## config.mk

```make
export PLATFORM = sky130hd
export DESIGN_NAME = clkodv_top
export DESIGN_NICKNAME = d
export VERILOG_FILES = /design/src/inc/clkodv_pkg.sv /design/src/core/clkodv_phase_gen.sv /design/src/core/clkodv_top.sv
export VERILOG_INCLUDE_DIRS = /design/src /design/src/inc
export SDC_FILE = /design/constraint.sdc
export NUM_CORES = 1
export LEC_CHECK = 0
export ABC_AREA = 1
export BUFFER_PORTS_ARGS = -buffer_cell sky130_fd_sc_hd__buf_4
export CORE_AREA = 2 2 39 41
export DETAILED_ROUTE_END_ITERATION = 8
export DIE_AREA = 0 0 41 43
export GPL_ROUTABILITY_DRIVEN = 0
export MAX_ROUTING_LAYER = met4
export PLACE_DENSITY = 0.4
export RECOVER_POWER = 25
export SYNTH_ARGS = -nofsm -noshare
export SYNTH_HDL_FRONTEND = slang
export SYNTH_SLANG_ARGS = --single-unit
```

## constraint.sdc

```tcl
create_clock -name i_clk_sys -period 2.65 [get_ports i_clk_sys]
set_clock_uncertainty 0.1 [all_clocks]
set_input_delay 0.265 -clock i_clk_sys [delete_from_list [all_inputs] [get_ports i_clk_sys]]
set_output_delay 0.265 -clock i_clk_sys [all_outputs]
set_load 0.1 [all_outputs]
```

## src/inc/clkodv_params.svh

```systemverilog
// Constants for the external clock output divider
`ifndef CLKODV_PARAMS_SVH
`define CLKODV_PARAMS_SVH

// Divide-select field encoding
`define CLKODV_SEL_DIV4  2'h0
`define CLKODV_SEL_DIV2  2'h1
`define CLKODV_SEL_DIV1  2'h2
`define CLKODV_SEL_OFF   2'h3

// Field reset value: quarter rate
`define CLKODV_SEL_RESET `CLKODV_SEL_DIV4

// Phase counter width and the count at which a new selection may take effect
`define CLKODV_CNT_W     2
`define CLKODV_CNT_LAST  2'h3

`endif

```

## src/inc/clkodv_pkg.sv

```systemverilog
// Types for the external clock output divider
package clkodv_pkg;

`include "clkodv_params.svh"

  typedef enum logic [1:0] {
    CLKODV_DIV4 = 2'b00,
    CLKODV_DIV2 = 2'b01,
    CLKODV_DIV1 = 2'b10,
    CLKODV_OFF  = 2'b11
  } clkodv_sel_e;

  // Write into the clock-output control field
  typedef struct packed {
    logic        wr;
    clkodv_sel_e sel;
  } clkodv_ctrl_s;

  // Output pin as three-state signals
  typedef struct packed {
    logic out;
    logic oe;
  } clkodv_pin_s;

  // Phases produced by the phase generator
  typedef struct packed {
    logic                     full;
    logic                     half;
    logic                     quarter;
    logic [`CLKODV_CNT_W-1:0] cnt;
  } clkodv_phase_s;

endpackage

```

## src/core/clkodv_phase_gen.sv

```systemverilog
// Phase generator: full, half and quarter rate waveforms of the system clock
`timescale 1ns/1ps
`include "clkodv_params.svh"

module clkodv_phase_gen
  import clkodv_pkg::*;
(
  // Clock and reset
  input  wire logic          i_clk_sys,
  input  wire logic          i_rstn,
  // Phases
  output clkodv_phase_s      o_phase
);

  logic [`CLKODV_CNT_W-1:0] cnt_q;
  logic [`CLKODV_CNT_W-1:0] cnt_d;
  logic                     neg_copy_q;

  assign cnt_d = cnt_q + `CLKODV_CNT_W'(1);

  always_ff @(posedge i_clk_sys or negedge i_rstn) begin
    if (!i_rstn) begin
      cnt_q <= '0;
    end else begin
      cnt_q <= cnt_d;
    end
  end

  // Falling-edge copy of bit 0; the XOR with bit 0 is high for the first
  // half of every system clock period, a full rate clock built from flops
  always_ff @(negedge i_clk_sys or negedge i_rstn) begin
    if (!i_rstn) begin
      neg_copy_q <= 1'b0;
    end else begin
      neg_copy_q <= cnt_q[0];
    end
  end

  assign o_phase.full    = cnt_q[0] ^ neg_copy_q;
  assign o_phase.half    = cnt_q[0];
  assign o_phase.quarter = cnt_q[1];
  assign o_phase.cnt     = cnt_q;

endmodule

```

## src/core/clkodv_top.sv

```systemverilog
// External clock output divider: divide-select field and output pin drive
`timescale 1ns/1ps
`include "clkodv_params.svh"

module clkodv_top
  import clkodv_pkg::*;
(
  // Clock and reset
  input  wire logic          i_clk_sys,
  input  wire logic          i_rstn,
  // Clock-output control field write
  input  wire clkodv_ctrl_s  i_clock_out_control,
  // Field readback and selection in force
  output clkodv_sel_e        o_clock_out_divide_sel,
  output clkodv_sel_e        o_sel_active,
  // External clock output pin
  output clkodv_pin_s        o_ext_clock_out
);

  // Reset selection, kept in step with the header constant
  localparam clkodv_sel_e SEL_RESET = clkodv_sel_e'(`CLKODV_SEL_RESET);

  // Bit positions of the one-hot selection view
  localparam int HOT_DIV4 = 0;
  localparam int HOT_DIV2 = 1;
  localparam int HOT_DIV1 = 2;
  localparam int HOT_OFF  = 3;

  // Field write request split out of the carrier
  logic          wr_req;
  clkodv_sel_e   wr_value;

  // Stored field and the selection that drives the pin
  clkodv_sel_e   sel_q;
  clkodv_sel_e   sel_d;
  clkodv_sel_e   act_q;
  clkodv_sel_e   act_d;

  // Decoded views and switch timing
  logic [3:0]    field_hot;
  logic [3:0]    act_hot;
  clkodv_phase_s phase;
  logic          at_boundary;
  logic          switch_pending;
  logic          take_field;

  // Pin drive
  logic          pin_level;
  logic          pin_off;
  logic          pin_out;
  logic          pin_oe;

  // selection code decode
  // Unknown codes decode as off: a corrupted field can only silence the pin
  function automatic logic [3:0] clkodv_decode(input clkodv_sel_e sel);
    logic [3:0] hot;
    hot = 4'h0;
    case (sel)
      CLKODV_DIV4: begin
        hot[HOT_DIV4] = 1'b1;
      end
      CLKODV_DIV2: begin
        hot[HOT_DIV2] = 1'b1;
      end
      CLKODV_DIV1: begin
        hot[HOT_DIV1] = 1'b1;
      end
      CLKODV_OFF: begin
        hot[HOT_OFF] = 1'b1;
      end
      default: begin
        hot[HOT_OFF] = 1'b1;
      end
    endcase
    return hot;
  endfunction

  // Next field value: a write replaces it, otherwise it holds
  function automatic clkodv_sel_e clkodv_next_field(input logic        wr,
                                                    input clkodv_sel_e value,
                                                    input clkodv_sel_e held);
    clkodv_sel_e nxt;
    nxt = held;
    if (wr) begin
      nxt = value;
    end
    return nxt;
  endfunction

  // pin level for a decoded selection
  function automatic logic clkodv_level(input logic [3:0] hot, input clkodv_phase_s ph);
    logic lvl;
    lvl = 1'b0;
    if (hot[HOT_DIV4]) begin
      lvl = ph.quarter;
    end else if (hot[HOT_DIV2]) begin
      lvl = ph.half;
    end else if (hot[HOT_DIV1]) begin
      lvl = ph.full;
    end else begin
      lvl = 1'b0;
    end
    return lvl;
  endfunction

  // Last count of a quarter-rate period: quarter and half fall at the next edge
  function automatic logic clkodv_is_last(input logic [`CLKODV_CNT_W-1:0] cnt);
    return (cnt == `CLKODV_CNT_LAST);
  endfunction

  clkodv_phase_gen u_phase (
    .i_clk_sys (i_clk_sys),
    .i_rstn    (i_rstn),
    .o_phase   (phase)
  );

  // Field write; the stored value is what software reads back
  assign wr_req   = i_clock_out_control.wr;
  assign wr_value = i_clock_out_control.sel;
  assign sel_d    = clkodv_next_field(wr_req, wr_value, sel_q);

  // Switch timing, over the counts of the free phase counter:
  //   count  0 1 2 3 | 0
  //   div4   0 0 1 1 | 0
  //   div2   0 1 0 1 | 0
  //   div1   one pulse in the first half of every period
  // Quarter and half both fall at the edge after count 3, so a change among
  // div4, div2 and off there lands on the old rate's own fall, one into div1 opens with a
  // whole first-half pulse, and the pin shows no runt pulse.
  // The trade is up to four cycles between a write and the new rate.
  assign field_hot      = clkodv_decode(sel_q);
  assign act_hot        = clkodv_decode(act_q);
  assign at_boundary    = clkodv_is_last(phase.cnt);
  assign switch_pending = (field_hot != act_hot);
  assign take_field     = at_boundary && switch_pending;
  assign act_d          = take_field ? sel_q : act_q;

  always_ff @(posedge i_clk_sys or negedge i_rstn) begin
    if (!i_rstn) begin
      sel_q <= SEL_RESET;
    end else begin
      sel_q <= sel_d;
    end
  end

  always_ff @(posedge i_clk_sys or negedge i_rstn) begin
    if (!i_rstn) begin
      act_q <= SEL_RESET;
    end else begin
      act_q <= act_d;
    end
  end

  assign pin_level = clkodv_level(act_hot, phase);

  assign pin_off = act_hot[HOT_OFF];
  assign pin_out = pin_level & ~pin_off;

  // pin always driven
  // The enable ignores reset, so board logic never sees a floating clock
  assign pin_oe = 1'b1;

  assign o_ext_clock_out        = '{out: pin_out, oe: pin_oe};
  assign o_clock_out_divide_sel = sel_q;
  assign o_sel_active           = act_q;

endmodule

```

# Word-level counts from Yosys, hierarchy flattened
# Index checks and enable logic that the tools add are counted.
# totals
regBits	7
inputBits	5
output_inout_bits	6
word_cells	30
# classes
add_sub_neg	1
eq_ne	8
mux	11
n_bitwise	3
reduce_logical	3
# ops
op	n
2-to-1 mux 1 bit	11
== test 2 bit (second input constant)	5
== test 2 x 1 -> 1 bit (second input constant)	2
logical NOT 2 bit	2
inequality test 4 bit	1
adder 2 x 1 -> 2 bit (second input constant)	1
bitwise AND 1 bit	1
logical AND 1 bit	1
NOT 1 bit	1
bitwise XOR 1 bit	1

# Depth between registers and ports, before layout
# Gate-level depths: netlist of the first run.
# logic_depth
depth_word	6
depth_mapped	5
depth_no_buf	4

# Modules after synthesis
# A second synthesis of the first run with hierarchy kept.
# unflattened
hier_cells	38
hier_area_um2	316.6
# by_module_without_submodules
mod	n_inst	cells_each	area_per_inst_um2
clkodv_top	1	24	192.7
clkodv_phase_gen	1	14	123.9

==> impl_metrics.yaml, run 1 <==
clocking:
  cts_buffer_depth: 2
  insertion_delay_ns: 0.25
  cts_tree: "built"
  cts.clk_slew.worst_paths_ns: 0.05
  numCtsBuffers: 3
  root_buffer: "clkbuf_4"
  cts_setup_buffers: 0
  cts_sinks: 7
  ctsHtreeMaxLevel: 1
drt:
  drc: 0
  totalWireLength_um: 532
  wl_per_cell_um: 8.87
  viasPerCell: 4.08
  first_pass_iters: 2
  vias: 245
  drt_iter0_markers: 3
  ant_nets: 0
power:
  ir_worst_vdd_uv: 305
  p_per_area_mw_per_mm2: 737
  total_leakage_power_nw: 0.214
  p_total_w: 0.000314
yosys:
  ys_types: 12
  synth-seq-area-share: 0.588
  syn_area_per_cell_um2: 9.31
  synth_area_um2: 298
  syn_inst: 32
  syn_nets: 38
  synth_seq_cells: 7
  yosysWarnings: 0
worst_setup_path:
  startpoint_type: "flop"
  cpPeakStageDelay_ns: 0.41
  path_depth: 5
  required_ns: 2.29
  path_delay_family: "flip-flops"
  crit_chain: "inv_1 -> nand2_1 -> nand3_2 -> nand3_2 -> buf_12"
  end_kind: "output port"
  cpMostUsedCell: "nand3_2"
  crit_type: "flop to output port"
  cp_num_buf_inv: 2
  crit_path_max_fanout: 2
  r2r_cells: 0
  slowest_stage: "dfrtn_1"
  worstPathArrival_ns: 2.41
job:
  max-cap-violations: 0
timing:
  finalSetupTns_ns: -0.127
  rsz0062_at_grt: "true"
  setup_viol: 1
  finalHoldViolations: 0
  setup_ws_ns: -0.127
  slew_violations: 0
finish:
  final_cell_area_um2: 425
  final_nets: 51
  fin_util: 0.307
  antenna_cells: 0
  final.fill_count: 154
  area_growth_pct: 42.9
  drive_gt1_frac: 0.341
outcome:
  status: "complete, but fails checks"
  violations: "negative setup slack"
floorplan:
  rows: 14
  start_util: 0.215
  die_width_um: 41
  io_pins: 11
  die-area_mm2: 0.00176
  die_h_um: 43
  coreArea_mm2: 0.00138
grt:
  gr-total-overflow: 0
  grt_use_total: 0.0892
  grt_pass1_vias: 239
  grt_max_degree: 8
  antenna_found_initial: 0
  grt_pass1_wl_um: 959
hold_path:
  hold_class: "input port to flop"
  hold_path_depth: 3
place:
  portBuffers: 9
  place_ws_ns: 0.0521
  dp_hpwl_um: 419
  dpl_cell_area_um2: 370
repair_timing:
item / CTS / global route
endpoints found under the setup margin: 1 / 1
hold endpoints to repair: 6 / 0
pin swaps: 1 / 0
resized for setup: 4 / 1
hold buffers: 1 / 0
cells by family after synthesis:
logic type	count (synthesis)	share of synthesized area
simple gates	11	0.164
other cells	1	0.0126
compound gates	4	0.0672
buf+inv	8	0.126
fa+ha+maj	1	0.0420
flops	7	0.588
cell usage in the layout, fill, tap and decap left out:
cell type,instances
conb_1,1
dfrtn_1,1
dlygate4sd3_1,1
o21ai_0,3
nand2_1,6
inv_1,5
dfrtp_1,6
clkbuf_4,3
buf_4,7
ha_1,1
inv_2,1
o21ai_1,1
nand3_1,2
clkbuf_1,2
nand3_2,2
nor2_2,1
buf_12,1
Yosys cell counts:
cell type	number	area [um2]
dfrtn_1	1	25.0
nand2_1	6	22.5
inv_1	5	18.8
conb_1	1	3.75
o21ai_1	1	5.00
ha_1	1	12.5
inv_2	1	3.75
nand3_1	4	20.0
dfrtp_1	6	150
o21ai_0	3	15.0
nor2_2	1	6.26
buf_4	2	15.0
power by group:
group | switching [W] | internal [W] | total [W]
sequential | 0.00000429 | 0.000113 | 0.000117
combinational | 0.0000774 | 0.0000239 | 0.000101
clock | 0.0000380 | 0.0000574 | 0.0000954
per-stage QoR:
stage	hold WS [ns]	std cells
floorplan	-0.131	32
global placement	-0.0188	55
detailed placement	-0.0172	55
CTS	0.125	60
global route	0.138	60
finish	0.130	60
sequential cells by signal (all words and copies together) (netlist names):
signal / cells
o_clock_out_divide_sel: 2
o_sel_active: 2
u_phase.cnt_q: 2
u_phase.neg_copy_q: 1
per-layer routing:
layer	routed length, um	track usage
met1	226	0.102
met2	278	0.106
met3	27	0.0314
met4	0	0.100
met5	0	-
final timing paths:
kind	slack [ns]	start	to
setup reg to reg	0.63	u_phase.cnt_q[0]$_DFF_PN0_	u_phase.neg_copy_q$_DFF_NN0_
max in group asynchronous	0.59	i_rstn	u_phase.neg_copy_q$_DFF_NN0_
hold / removal	0.13	i_clock_out_control[0]	o_clock_out_divide_sel[0]$_DFFE_PN0P_
hold reg to reg	0.39	u_phase.cnt_q[1]$_DFF_PN0_	u_phase.cnt_q[1]$_DFF_PN0_
min in group asynchronous	0.35	i_rstn	o_sel_active[0]$_DFFE_PN0P_
setup / recovery	-0.13	u_phase.neg_copy_q$_DFF_NN0_	o_ext_clock_out[1]
area by class of cell:
class,instances,area (um2),share of cell area
flip-flops and latches,7,175,0.412
well taps,16,20.0,0.0471
repair buffers,10,86.3,0.203
multi-input cells,17,95.1,0.224
clock buffers,4,26.3,0.0618
inverters,6,22.5,0.0529
Power figures use the tool's default switching activity.
==> inputs of run 2 (changes only) <==
--- a/config.mk
+++ b/config.mk
@@ -12,8 +12,7 @@
 export DETAILED_ROUTE_END_ITERATION = 8
 export DIE_AREA = 0 0 41 43
 export GPL_ROUTABILITY_DRIVEN = 0
-export MAX_ROUTING_LAYER = met4
-export PLACE_DENSITY = 0.4
+export PLACE_DENSITY = 0.42
 export RECOVER_POWER = 25
 export SYNTH_ARGS = -nofsm -noshare
 export SYNTH_HDL_FRONTEND = slang
==> constraint.sdc (replaced) <==
create_clock -name i_clk_sys -period 2.2 [get_ports i_clk_sys]
set_clock_uncertainty 0.1 [all_clocks]
set_input_delay 0.22 -clock i_clk_sys [delete_from_list [all_inputs] [get_ports i_clk_sys]]
set_output_delay 0.22 -clock i_clk_sys [all_outputs]
set_load 0.1 [all_outputs]
==> impl_metrics.yaml, run 2 (synthesis results as in run 1) <==
clocking:
  ctsHtreeMaxLevel: 1
  cts_sinks: 7
  insertion_delay_ns: 0.25
  cts_tree: "built"
  cts.clk_slew.worst_paths_ns: 0.05
  root_buffer: "clkbuf_4"
  cts_buffer_depth: 2
  numCtsBuffers: 3
hold_path:
  hold_start: "i_clock_out_control[0]"
  hold_class: "input port to flop"
drt:
  wl_per_cell_um: 8.38
  first_pass_iters: 1
  viasPerCell: 3.83
  totalWireLength_um: 503
  drt_iter0_markers: 0
  vias: 230
  drc: 0
  ant_nets: 0
floorplan:
  rows: 14
  io_pins: 11
  die-area_mm2: 0.00176
  die_h_um: 43
  start_util: 0.215
  die_width_um: 41
  coreArea_mm2: 0.00138
worst_setup_path:
  rrSetupSlack_ns: 0.41
  startpoint_type: "flop"
  crit_path_max_fanout: 2
  crit_path_start: "u_phase.neg_copy_q$_DFF_NN0_"
  required_ns: 1.88
  worstReg2RegEnd: "u_phase.neg_copy_q$_DFF_NN0_"
  worstPathArrival_ns: 2.17
  end_kind: "output port"
  r2r_cells: 0
  crit_type: "flop to output port"
  rr_startpoint: "u_phase.cnt_q[0]$_DFF_PN0_"
  endpoint: "o_ext_clock_out[1]"
timing:
  finalHoldViolations: 0
  setup_viol: 1
  rsz0062_at_grt: "true"
  setup_ws_ns: -0.285
  slew_violations: 0
  finalSetupTns_ns: -0.285
place:
  dp.cells: 55
  place_ws_ns: -0.120
  portBuffers: 9
finish:
  stdcell_count: 60
  final_cell_mix: "7 x buf_4, 6 x nand2_1, 6 x dfrtp_1, 5 x inv_1"
  fin_util: 0.307
  final_common_cell: "buf_4"
  drive_gt1_frac: 0.341
  final.fill_count: 156
  antenna_cells: 0
  final_nets: 51
  area_growth_pct: 42.9
grt:
  grt_pass1_wl_um: 876
  grt_use_total: 0.0813
  antenna_found_initial: 0
  grt_max_degree: 8
  gr-total-overflow: 0
  grt_pass1_vias: 224
power:
  ir_worst_vdd_uv: 289
  p_per_area_mw_per_mm2: 884
  p_total_w: 0.000376
  total_leakage_power_nw: 0.214
outcome:
  status: "complete, but fails checks"
  violations: "negative setup slack"
job:
  max-cap-violations: 0
run 2: stage by stage:
| step | area [um2] | hold slack, ns |
|---|---|---|
| 2_1_floorplan | 315 | -0.176 |
| 3_3_place_gp | 375 | -0.0637 |
| 3_5_place_dp | 375 | -0.0615 |
| 4_1_cts | 424 | 0.0777 |
| 5_1_grt | 425 | 0.0858 |
| 6_report | 425 | 0.0808 |
run 2: final cells by class:
type / instances / area (um2) / share of cell area
clock buffers: 4 / 26.3 / 0.0618
multi-input cells: 17 / 95.1 / 0.224
inverters: 6 / 22.5 / 0.0529
flip-flops and latches: 7 / 175 / 0.412
repair buffers: 10 / 86.3 / 0.203
well taps: 16 / 20.0 / 0.0471
run 2: metal layers:
layer  vias to the layer above  global-route usage  part of all wire  wire length (um)
li1                        121                   -                 -                 -
met1                       102              0.0903              0.39               198
met2                         7               0.100              0.51               259
met3                         0              0.0314             0.089                45
met4                         0               0.100                 0                 0
met5                         -                   0                 0                 0
run 2: worst min path at each step:
stage | cells past startpoint | endpoint | slack [ns]
2_1_floorplan | 0 | o_clock_out_divide_sel[0]$_DFFE_PN0P_ | -0.18
3_3_place_gp | 1 | u_phase.cnt_q[0]$_DFF_PN0_ | -0.06
3_5_place_dp | 1 | u_phase.cnt_q[0]$_DFF_PN0_ | -0.06
4_1_cts | 3 | o_clock_out_divide_sel[0]$_DFFE_PN0P_ | 0.08
5_1_grt | 2 | o_clock_out_divide_sel[1]$_DFFE_PN0P_ | 0.09
6_report | 3 | o_clock_out_divide_sel[0]$_DFFE_PN0P_ | 0.08
run 2: timing repair:
item                                    CTS  global route
hold endpoints to repair                  6             0
endpoints found under the setup margin    1             1
resized for setup                         3             1
hold buffers                              1             0
buffers inserted                          0             0
pin swaps                                 1             0
run 2: worst max-delay path, cell delays in order, from the launching register on:
cell and delay [ns]:
dfrtn_1 0.40, inv_1 0.04, nand2_1 0.06, nand3_2 0.06, nand3_2 0.08, buf_12 0.17
run 2: report_power, final:
| group | switching, W | internal [W] | leakage (nW) |
|---|---|---|---|
| Combinational | 0.0000923 | 0.0000288 | 0.112 |
| Clock | 0.0000446 | 0.0000690 | 0.0150 |
| Sequential | 0.00000559 | 0.000136 | 0.0871 |
